`src/logic/mic_pkg.sv`:
```
// constants, register map and phase type of the interrupt control unit
package mic_pkg;
  // register port geometry
  localparam int unsigned ADDR_W = 3;
  localparam int unsigned DATA_W = 8;

  // register offsets
  localparam logic [2:0] OFS_IRQ_CONTROL = 3'h0;
  localparam logic [2:0] OFS_OPTION      = 3'h1;
  localparam logic [2:0] OFS_PFLAG_A     = 3'h2;
  localparam logic [2:0] OFS_PEN_A       = 3'h3;
  localparam logic [2:0] OFS_PFLAG_B     = 3'h4;
  localparam logic [2:0] OFS_PEN_B       = 3'h5;
  localparam logic [2:0] OFS_STATUS      = 3'h6;

  // irq_control_reg bit positions
  localparam int unsigned BIT_GIE  = 7;
  localparam int unsigned BIT_PEIE = 6;
  localparam int unsigned BIT_TIMER_OVERFLOW_ENABLE = 5;
  localparam int unsigned BIT_EXT_PIN_ENABLE = 4;
  localparam int unsigned BIT_PORT_CHANGE_ENABLE = 3;
  localparam int unsigned BIT_TIMER_OVERFLOW_FLAG = 2;
  localparam int unsigned BIT_EXT_PIN_FLAG = 1;
  localparam int unsigned BIT_PORT_CHANGE_FLAG = 0;

  // option register: edge select bit
  localparam int unsigned BIT_EDGE_SEL = 6;
  // converter completion bit in peripheral flag/enable register a
  localparam int unsigned BIT_ADC = 0;
  // status register bits
  localparam int unsigned BIT_ST_ASLEEP = 0;
  localparam int unsigned BIT_ST_REQ    = 1;

  // reset values
  localparam logic [7:0] RST_IRQ_CONTROL = 8'h00;
  localparam logic [7:0] RST_OPTION      = 8'hff;
  localparam logic [7:0] RST_PERIPH      = 8'h00;
  localparam logic [7:0] READ_ZERO       = 8'h00;

  // program counter vector and width
  localparam int unsigned PC_W = 13;
  localparam logic [12:0] IRQ_VECTOR = 13'h0004;

  // timing: clock and instruction cycle
  localparam int unsigned CLK_MHZ      = 40;
  localparam int unsigned CLK_PER_TCY  = 4;
  // q1 samples of a pending request before the vector is taken
  localparam logic [1:0] LAT_LAST_SAMPLE = 2'h3;
  // cycles after reset release before the port latch is trusted
  localparam logic [1:0] INIT_CYCLES     = 2'h3;

  // four-phase instruction clock
  typedef enum logic [1:0] {
    MIC_Q1 = 2'b00,
    MIC_Q2 = 2'b01,
    MIC_Q3 = 2'b10,
    MIC_Q4 = 2'b11
  } mic_phase_t;
endpackage

```
`src/logic/mic_irq_ctrl.sv`:
```
// interrupt control unit: flags, enables, vectoring and sleep wake-up
// Contract
// RULE1 - exactly four sources: pin edge, timer overflow, port change, converter done
// RULE2 - flags latch on their event regardless of individual or global enable
// RULE3 - control bit 7 is the global enable; clear blocks all interrupts
// RULE4 - global enable set plus flag and enable set vectors the core
// RULE5 - every reset clears the global enable
// RULE6 - return-from-interrupt exits the routine and sets global enable again
// RULE7 - accepting an interrupt clears global enable, pushes return, loads 0004h
// RULE8 - service routine clears serviced flags before re-enabling interrupts
// RULE9 - pin and port events vector after three or four instruction cycles
// RULE10 - pin edge select: rising when option bit 6 set, falling otherwise
// RULE11 - valid pin edge sets control bit 1; bit 4 enables it
// RULE12 - enabled pin interrupt wakes from sleep; global enable decides vectoring
// RULE13 - timer rollover sets control bit 2; bit 5 enables it
// RULE14 - upper port nibble change sets control bit 0; own enable gates it
// RULE15 - peripheral flags and enables in own registers; control bit 6 gates them
// RULE16 - pin flag may set during Q4 to Q1; logic samples on Q1
// RULE17 - wake with global enable set loads vector; otherwise resume in line
// RULE18 - software disabling interrupts repeats clear and re-test of global enable
// RULE19 - port change coinciding with a port read is never lost
// RULE20 - software may clear flags; request is OR of pairs gated by global enable
//
// Added by the designer: the placing of the registers and the plain strobed port.
`timescale 1ns/1ps
module mic_irq_ctrl
  import mic_pkg::*;
(
  input  wire logic              clk,
  input  wire logic              rst_n,
  input  wire logic [ADDR_W-1:0] reg_addr,
  input  wire logic [DATA_W-1:0] reg_wdata,
  input  wire logic              reg_wr,
  input  wire logic              reg_rd,
  output logic      [DATA_W-1:0] reg_rdata,
  input  wire logic              ext_irq_pin,
  input  wire logic [3:0]        port_b_pins,
  input  wire logic              port_read,
  input  wire logic              timer_overflow,
  input  wire logic              adc_done,
  input  wire logic              return_from_irq_instr,
  input  wire logic              sleep_instr,
  output logic                   irq_req,
  output logic                   vector_take,
  output logic                   push_return,
  output logic      [PC_W-1:0]   vector_addr,
  output logic                   wake,
  output logic                   asleep,
  output mic_phase_t             phase
);
  // ---------------------------------------------------------------
  // declarations
  // ---------------------------------------------------------------
  logic [7:0] ctrl_q, ctrl_d;
  logic [7:0] opt_q, opt_d;
  logic [7:0] pfa_q, pfa_d;
  logic [7:0] pea_q, pea_d;
  logic [3:0] latch_q, latch_d;
  logic       ext_prev_q;
  logic [1:0] init_q;
  logic [1:0] lat_q, lat_d;
  logic       asleep_q, asleep_d;
  logic       wake_q;
  logic [7:0] rdata_q;
  mic_phase_t phase_q, phase_d;
  logic       ext_s;
  logic [3:0] port_s;

  // ---------------------------------------------------------------
  // pin synchronisers
  // ---------------------------------------------------------------
  mic_sync #(.W(1)) u_sync_ext (
    .clk      (clk),
    .rst_n    (rst_n),
    .async_in (ext_irq_pin),
    .sync_out (ext_s)
  );

  mic_sync #(.W(4)) u_sync_port (
    .clk      (clk),
    .rst_n    (rst_n),
    .async_in (port_b_pins),
    .sync_out (port_s)
  );

  // ---------------------------------------------------------------
  // decode and event detection
  // ---------------------------------------------------------------
  wire wr_ctrl  = reg_wr && (reg_addr == OFS_IRQ_CONTROL);
  wire wr_opt   = reg_wr && (reg_addr == OFS_OPTION);
  wire wr_pfa   = reg_wr && (reg_addr == OFS_PFLAG_A);
  wire wr_pea   = reg_wr && (reg_addr == OFS_PEN_A);
  wire init_done = (init_q == INIT_CYCLES);
  wire q1       = (phase_q == MIC_Q1);

  // edge select picks rising or falling pin edges
  wire edge_sel  = opt_q[BIT_EDGE_SEL];
  wire ext_rise  = ext_s && !ext_prev_q;
  wire ext_fall  = !ext_s && ext_prev_q;
  wire ext_event = init_done && (edge_sel ? ext_rise : ext_fall); // RULE10
  // mismatch against last-read value; a read in the same cycle still sets
  wire port_event = init_done && (port_s != latch_q); // RULE14 RULE19
  wire adc_event  = adc_done;
  wire tmr_event  = timer_overflow; // RULE13

  // ---------------------------------------------------------------
  // request combination
  // ---------------------------------------------------------------
  wire global_irq_enable      = ctrl_q[BIT_GIE]; // RULE3
  wire ext_pair = ctrl_q[BIT_EXT_PIN_FLAG] && ctrl_q[BIT_EXT_PIN_ENABLE]; // RULE11
  wire tmr_pair = ctrl_q[BIT_TIMER_OVERFLOW_FLAG] && ctrl_q[BIT_TIMER_OVERFLOW_ENABLE]; // RULE13
  wire rb_pair  = ctrl_q[BIT_PORT_CHANGE_FLAG] && ctrl_q[BIT_PORT_CHANGE_ENABLE]; // RULE14
  wire per_any  = |(pfa_q & pea_q);
  wire per_pair = per_any && ctrl_q[BIT_PEIE]; // RULE15
  wire any_pair = ext_pair || tmr_pair || rb_pair || per_pair; // RULE1 RULE20
  wire pending  = global_irq_enable && any_pair; // RULE4 RULE20
  // wake ignores global enable; peripherals need their group enable too
  wire wake_cond = asleep_q && any_pair; // RULE12
  // vector on the last q1 sample of an uninterrupted pending request
  wire take     = q1 && pending && !asleep_q && (lat_q == LAT_LAST_SAMPLE); // RULE9 RULE16

  // ---------------------------------------------------------------
  // next state of control register: events win over software clears
  // ---------------------------------------------------------------
  always_comb
  begin
    ctrl_d = wr_ctrl ? reg_wdata : ctrl_q; // RULE20
    if (ext_event)
      ctrl_d[BIT_EXT_PIN_FLAG] = 1'b1; // RULE2 RULE11
    if (tmr_event)
      ctrl_d[BIT_TIMER_OVERFLOW_FLAG] = 1'b1; // RULE2 RULE13
    if (port_event)
      ctrl_d[BIT_PORT_CHANGE_FLAG] = 1'b1; // RULE2 RULE14
    if (return_from_irq_instr)
      ctrl_d[BIT_GIE] = 1'b1; // RULE6
    if (take)
      ctrl_d[BIT_GIE] = 1'b0; // RULE7
  end

  // peripheral registers; converter completion lives in register a
  always_comb
  begin
    pfa_d = wr_pfa ? (reg_wdata & (8'h01 << BIT_ADC)) : pfa_q;
    if (adc_event)
      pfa_d[BIT_ADC] = 1'b1; // RULE2 RULE15
    pea_d = wr_pea ? (reg_wdata & (8'h01 << BIT_ADC)) : pea_q;
    opt_d = wr_opt ? reg_wdata : opt_q;
  end

  // latency counter counts consecutive q1 samples of a pending request
  always_comb
  begin
    lat_d = lat_q;
    if (q1)
    begin
      if (!pending || asleep_q || take)
        lat_d = 2'h0;
      else
        lat_d = lat_q + 2'h1; // RULE9 RULE16
    end
  end

  // sleep state: entered by the sleep instruction, left on an enabled event
  always_comb
  begin
    asleep_d = asleep_q;
    if (sleep_instr && !any_pair)
      asleep_d = 1'b1;
    if (wake_cond)
      asleep_d = 1'b0; // RULE12 RULE17
  end

  // four-phase sequencer
  always_comb
  begin
    unique case (phase_q)
      MIC_Q1: phase_d = MIC_Q2;
      MIC_Q2: phase_d = MIC_Q3;
      MIC_Q3: phase_d = MIC_Q4;
      MIC_Q4: phase_d = MIC_Q1;
    endcase
  end

  // port latch follows the pins on a read and while settling after reset
  assign latch_d = (port_read || !init_done) ? port_s : latch_q;

  // ---------------------------------------------------------------
  // register read mux
  // ---------------------------------------------------------------
  wire [7:0] status_val = (8'(pending) << BIT_ST_REQ) | (8'(asleep_q) << BIT_ST_ASLEEP);
  wire [7:0] rd_mux =
    (reg_addr == OFS_IRQ_CONTROL) ? ctrl_q :
    (reg_addr == OFS_OPTION)      ? opt_q  :
    (reg_addr == OFS_PFLAG_A)     ? pfa_q  :
    (reg_addr == OFS_PEN_A)       ? pea_q  :
    (reg_addr == OFS_STATUS)      ? status_val : READ_ZERO;

  // ---------------------------------------------------------------
  // state registers
  // ---------------------------------------------------------------
  // control and configuration; reset clears the global enable
  always_ff @(posedge clk or negedge rst_n)
  begin
    if (!rst_n)
    begin
      ctrl_q <= RST_IRQ_CONTROL; // RULE5
      opt_q  <= RST_OPTION;
      pfa_q  <= RST_PERIPH;
      pea_q  <= RST_PERIPH;
    end
    else
    begin
      ctrl_q <= ctrl_d;
      opt_q  <= opt_d;
      pfa_q  <= pfa_d;
      pea_q  <= pea_d;
    end
  end

  // sequencing, edge history and sleep
  always_ff @(posedge clk or negedge rst_n)
  begin
    if (!rst_n)
    begin
      phase_q    <= MIC_Q1;
      lat_q      <= 2'h0;
      asleep_q   <= 1'b0;
      wake_q     <= 1'b0;
      ext_prev_q <= 1'b0;
      latch_q    <= 4'h0;
      init_q     <= 2'h0;
    end
    else
    begin
      phase_q    <= phase_d;
      lat_q      <= lat_d;
      asleep_q   <= asleep_d;
      wake_q     <= wake_cond;
      ext_prev_q <= ext_s;
      latch_q    <= latch_d;
      init_q     <= init_done ? init_q : init_q + 2'h1;
    end
  end

  // read data stands one cycle after the strobe
  always_ff @(posedge clk or negedge rst_n)
  begin
    if (!rst_n)
      rdata_q <= READ_ZERO;
    else
      rdata_q <= reg_rd ? rd_mux : READ_ZERO;
  end

  // ---------------------------------------------------------------
  // outputs
  // ---------------------------------------------------------------
  assign reg_rdata   = rdata_q;
  assign irq_req     = pending;
  assign vector_take = take; // RULE7
  assign push_return = take; // RULE7
  assign vector_addr = IRQ_VECTOR; // RULE7 RULE17
  assign wake        = wake_q;
  assign asleep      = asleep_q;
  assign phase       = phase_q;
endmodule

```
`src/logic/mic_sync.sv`:
```
// two-flop synchroniser for asynchronous pin inputs
`timescale 1ns/1ps
module mic_sync #(
  parameter int unsigned W = 1
) (
  input  wire logic         clk,
  input  wire logic         rst_n,
  input  wire logic [W-1:0] async_in,
  output logic      [W-1:0] sync_out
);
  logic [W-1:0] meta_q;

  // first stage feeds only the second stage
  always_ff @(posedge clk or negedge rst_n)
  begin
    if (!rst_n)
    begin
      meta_q   <= '0;
      sync_out <= '0;
    end
    else
    begin
      meta_q   <= async_in;
      sync_out <= meta_q;
    end
  end
endmodule

```
`config.mk`:
```
export PLATFORM = sky130hd
export DESIGN_NAME = mic_irq_ctrl
export DESIGN_NICKNAME = d
export VERILOG_FILES = /design/src/logic/mic_pkg.sv /design/src/logic/mic_irq_ctrl.sv /design/src/logic/mic_sync.sv
export SDC_FILE = /design/constraint.sdc
export NUM_CORES = 1
export LEC_CHECK = 0
export BUFFER_PORTS_ARGS = -buffer_cell sky130_fd_sc_hd__buf_4
export CAP_MARGIN = 20
export CORE_ASPECT_RATIO = 0.7
export CORE_MARGIN = 2
export CORE_UTILIZATION = 50
export DETAILED_ROUTE_END_ITERATION = 8
export GPL_ROUTABILITY_DRIVEN = 1
export PLACE_DENSITY = 0.76
export SLEW_MARGIN = 20
export SYNTH_ARGS = -nofsm -noshare
export SYNTH_HDL_FRONTEND = slang
export SYNTH_SLANG_ARGS = --single-unit
```
`constraint.sdc`:
```
create_clock -name clk -period 2.7 [get_ports clk]
set_input_delay 0.135 -clock clk [delete_from_list [all_inputs] [get_ports clk]]
set_output_delay 0.135 -clock clk [all_outputs]
set_load 0.1 [all_outputs]
```
== Word-level counts from Yosys, hierarchy flattened ==
Index checks and enable logic that the tools add are counted.
Storage, ports and cells
  register bits after elaboration: 49
  input port bits: 25
  output and inout bits: 28
  logic and storage cells: 92
Cells by class
  $add $sub $neg: 2
  equal/unequal tests: 10
  multiplexer cells: 19
  bitwise logic cells: 2
  reductions and logical operators: 39
Operators with widths (count)
  two-way mux 8 bit: 4
  logical AND 1 bit: 18
  two-way mux 1 bit: 10
  nonzero test 2 bit: 5
  equality test 2 bit (second input constant): 4
  two-way mux 2 bit: 4
  case mux 2 bit (4 select lines): 1
  OR reduction 8 bit: 1
  equality test 3 x 2 -> 1 bit (second input constant): 2
  zero test 1 bit: 6
  logical OR 1 bit: 6
  adder 2 x 1 -> 2 bit (second input constant): 2
  != test 4 bit: 1
  equality test 3 x 1 -> 1 bit (second input constant): 1
  equality test 3 bit (second input constant): 1
  zero test 3 bit: 1
  nonzero test 3 bit: 1
  equality test 2 x 1 -> 1 bit (second input constant): 1
  zero test 2 bit: 1
  OR 2 x 1 -> 2 bit: 1
  bitwise AND 1 bit: 1

== Depth between registers and ports, before layout ==
  word-level depth: 12
  depth in mapped cells: 6
  depth with buffers taken out: 5

== By module ==
From an unflattened synthesis, not the netlist that was laid out.
Second synthesis, totals
  cell total of the unflattened synthesis: 163
  area total of the unflattened synthesis: 2142.1 µm²
By module, submodules not included
  mic_irq_ctrl: times used 1, cells each 153, area an instance 1891.8 µm², seq. area each 985.9 µm²
  mic_sync at u_sync_port: times used 1, cells each 8, area an instance 200.2 µm², seq. area each 200.2 µm²
  mic_sync at u_sync_ext: times used 1, cells each 2, area an instance 50.0 µm², seq. area each 50.0 µm²

== Worst setup path before layout ==
OpenSTA, ideal clock, no wires.
  path type: register -> output
  start point: register ctrl_q[6]
  end point: output port vector_take
  data arrival time: 3.502 ns
  data required time: 2.565 ns
  setup slack: -0.937 ns
  stages on the path, launching flop included: 5
  buffers on the path: 1
  cell sequence: dfrtp_1 -> a32oi_1 -> a21boi_1 -> and3_1 -> buf_4
Between the ends
  word-level cells in the longest chain between the ends: 6
Ends and longest elaborated chain
  from (decl): RTL line mic_irq_ctrl.sv:54  | logic [7:0] ctrl_q, ctrl_d;
  from (signal assigned): RTL line mic_irq_ctrl.sv:213  | ctrl_q <= ctrl_d;
  logical AND 1 bit: RTL line mic_irq_ctrl.sv:114  | wire per_pair = per_any && ctrl_q[BIT_PEIE];
  logical OR 1 bit: RTL line mic_irq_ctrl.sv:115  | wire any_pair = ext_pair || tmr_pair || rb_pair || per_pair;
  logical AND 1 bit: RTL line mic_irq_ctrl.sv:116  | wire pending = global_irq_enable && any_pair;
  net irq_req: RTL line mic_irq_ctrl.sv:43  | output logic irq_req,
  logical AND 1 bit (3 in series): RTL line mic_irq_ctrl.sv:120  | wire take = q1 && pending && !asleep_q && (lat_q == LAT_LAST_SAMPLE);
  to (decl): RTL line mic_irq_ctrl.sv:44  | output logic vector_take,
The timed path passes the listed nets, and every way through them passes these cells.

== Worst setup path after layout ==
  start point: register phase_q[0], in the netlist phase[0]
  end point: output port vector_take
Between the ends
  word-level cells in the longest chain between the ends: 4
Ends and longest elaborated chain
  from (decl): RTL line mic_irq_ctrl.sv:65  | mic_phase_t phase_q, phase_d;
  from (signal assigned): RTL line mic_irq_ctrl.sv:235  | phase_q <= phase_d;
  zero test 2 bit: RTL line mic_irq_ctrl.sv:94  | wire q1 = (phase_q == MIC_Q1);
  logical AND 1 bit (3 in series): RTL line mic_irq_ctrl.sv:120
No other way between the ends.

==> out/summary.txt <==
DP Worst Slack -> 1.149 ns
Total number of placement rows -> 19
RR Endpoint -> latch_q[3]
Number of enable flip-flop cells after synthesis -> 0
Setup_tns -> 0 ns
Reg2Reg Setup Slack -> 1.36 ns
Setup CP Type -> reg -> out
Gr ovfl total -> 0
Initial antenna violation count -> 0
Synth area leaders -> dfrtp_1 48%, mux2_2 10%, dfstp_2 9.8%
Clock Root Buffer -> clkbuf_8
First-pass GRT wire length -> 6513 um
WL final -> 3946 um
FF-to-FF Start -> init_q[0]
I/O pin cnt -> 53
Wl on met1 -> 1732 um
RSZ-0062 raised after global routing -> false
Per-cell routed wire length -> 15.18 um
Final ANT Viol Nets -> 0
VDD IR max -> 0.0004000 V
Final worst slack -> 0.8088 ns
Uppermost routed layer -> met4
Core Area -> 4018 sq um
Area Growth Syn to Fin -> 19.92%
Die area -> 4832 sq um
Share of the synthesized area in the top cell type -> 0.4790
CP dominant cell by count -> inv_1
DR WL met3 -> 229 um
Avg Inst Size Synth -> 13.14 sq um
CTS tree -> done
Worst-skew pair later-pin latency -> 0.31 ns
Hold Path Sink -> ctrl_q[2]
DRT Pass-1 Iters -> 4
Tmin final -> 1.891 ns
Worst r2r path cells -> 3
Starting density of the core -> 0.5332
Max Cap Violations -> 0
Tcrit/Tclk final -> 0.7005
Worst path max stage delay -> 0.39 ns
Die span in y -> 58.76 um
H-tree depth -> 2
Die X -> 82.23 um
Clock sinks -> 49
Worst rel slew slack -> 0.5286
Post-synthesis cell count -> 163
Yosys warnings -> 0
Top FF cell, synth -> dfrtp_1
Post-CTS Setup Bufs -> 0
Hpwl dp -> 2884 um
Transition time at the pin with the least slew margin -> 0.7041 ns
All-Layer GR Usage -> 0.1847
Post-synthesis sequential area ratio -> 0.5771
Final Hold Fails -> 0
Largest net degree at the start of global routing -> 50
Inserted Clock Buffers -> 5
IO buf count -> 39
DR vias -> 1321
Vias/cell -> 5.081
Vias in the first global route -> 1381
CP Cell Sequence -> inv_1 > ha_1 > inv_1 > nor2_1 > and3_2 > buf_4
Final std cells w/o fill -> 260
Leakage -> 1.216 nW
CP Max Fanout -> 4
Post-synth top cells -> 41 x dfrtp_1, 19 x mux2_2, 14 x buf_4
#FFs+latches synth -> 49
Antenna cells -> 0
Data arrival time of the critical path -> 1.76 ns
Fillcell total -> 317
Status -> complete, no violations
Worst hold path stage count -> 2
Slowest-stage cell, CP -> dfrtp_1
Net count reported at finish -> 237
Maximum clock insertion buffer count -> 2
Worst-path clk slew -> 0.09 ns
Crit. End Element -> primary output
PwrDens -> 728.0 nW/um^2
Met2 wire length -> 1959 um
Cell Area, Synth -> 2142 sq um
Layout Skew -> 0.005619 ns
DRC Markers -> 0
Drt first-iter violations -> 33
Asr flop ratio synth -> 1.000
Final setup fails -> 0
Class of the worst hold path -> in -> reg
Final slew viol count -> 0
Hold Crit Start -> timer_overflow
Data required time at the worst endpoint -> 2.57 ns
Cell variety after synth -> 35
Critical Path Start Type -> flop
Buf+Inv Stages, Crit Path -> 3
Dpl cells -> 246
Fmax -> 528.8 MHz
CP top delay family -> buffers and inverters
Share of layout cells above drive strength 1 -> 0.3894
Most numerous cell in the Yosys netlist -> dfrtp_1
RD Place Congestion -> 0.7534
Synth area leader -> dfrtp_1
[per-stage QoR]
step	power, mW	util	hold slack, ns	cell area [sq um]
after floorplan	1.305	-	-0.1606	2196
after global placement	1.389	0.6001	0.1692	2411
after detailed placement	1.418	0.6001	0.1790	2411
after CTS	1.882	0.6394	0.01542	2569
after global routing	1.960	0.6394	0.01038	2569
final	1.870	0.6394	0.02444	2569
[state kept, by name, summed over array words and instances (netlist names), 2 cells and up]
register	flops
ctrl_q	8
opt_q	8
reg_rdata	8
latch_q	4
u_sync_port.meta_q	4
u_sync_port.sync_out	4
init_q	2
lat_q	2
phase	2
[cell families (layout without fill, tap and decap cells)]
group / after synthesis / after routing / share of synthesized area
mux: 28 / 28 / 0.1419
buf+inv: 24 / 58 / 0.07535
fa+ha+maj: 5 / 5 / 0.02921
simple gates: 33 / 33 / 0.08820
flops: 49 / 49 / 0.5771
other cells: 2 / 13 / 0.003506
compound gates: 17 / 17 / 0.06426
xor+xnor: 5 / 5 / 0.02044
[worst max-delay path by stage]
stage / from / endpoint / depth (start not counted)
floorplan: phase[0] / vector_take / 6
global placement: ctrl_q[0] / push_return / 4
detailed placement: phase[0] / vector_take / 6
CTS: phase[0] / vector_take / 6
global route: phase[0] / vector_take / 6
finish: phase[0] / vector_take / 6
[worst register-to-register path, cell delays in order, from the launching register on]
cell and delay (ns):
dfrtp_1 0.40, ha_1 0.28, nand2b_1 0.20, mux2_2 0.36
[routing by layer]
metal  track usage  vias up
met1        0.2396      652
met4       0.05000        0
li1              -      620
met3       0.05828        6
met2        0.3018       43
met5             0        -
[timing repair]
item | in CTS | in global routing
hold endpoints to repair | 46 | 0
hold buffers | 6 | 0
resized for setup | 0 | 0
setup endpoints to repair | 0 | 0
[power breakdown]
| group | internal [mW] | switching, mW | total [mW] |
|---|---|---|---|
| logic | 0.165 | 0.338 | 0.503 |
| registers | 0.842 | 0.0656 | 0.908 |
| clock network | 0.194 | 0.266 | 0.459 |
[layout by cell type (no fill, tap or decap), types with 2 or more instances in the layout]
cell type       n
dfrtp_1        41
a211o_1         2
xor2_1          4
buf_4          39
or2_2           2
inv_1           5
a32oi_1         2
clkbuf_8        5
nand2_1         6
nor2_1         11
a21oi_1         3
mux2i_1         9
nor2b_1         4
mux2_2         19
a32o_1          2
ha_1            5
conb_1         13
dfstp_2         8
nand2b_1        3
o22ai_1         2
dlygate4sd3_1   6
[cell type report]
type	count	area, sq um	share of cell area
Tap cell	52	65.06	0.02533
Timing Repair Buffer	45	352.8	0.1374
Inverter	5	18.77	0.007306
Clock inverter	3	28.78	0.01120
Sequential cell	49	1236	0.4812
Multi-Input combinational cell	101	798.3	0.3108
Clock buffer	5	68.82	0.02679
No activity file was read; power rests on OpenSTA's default activity.
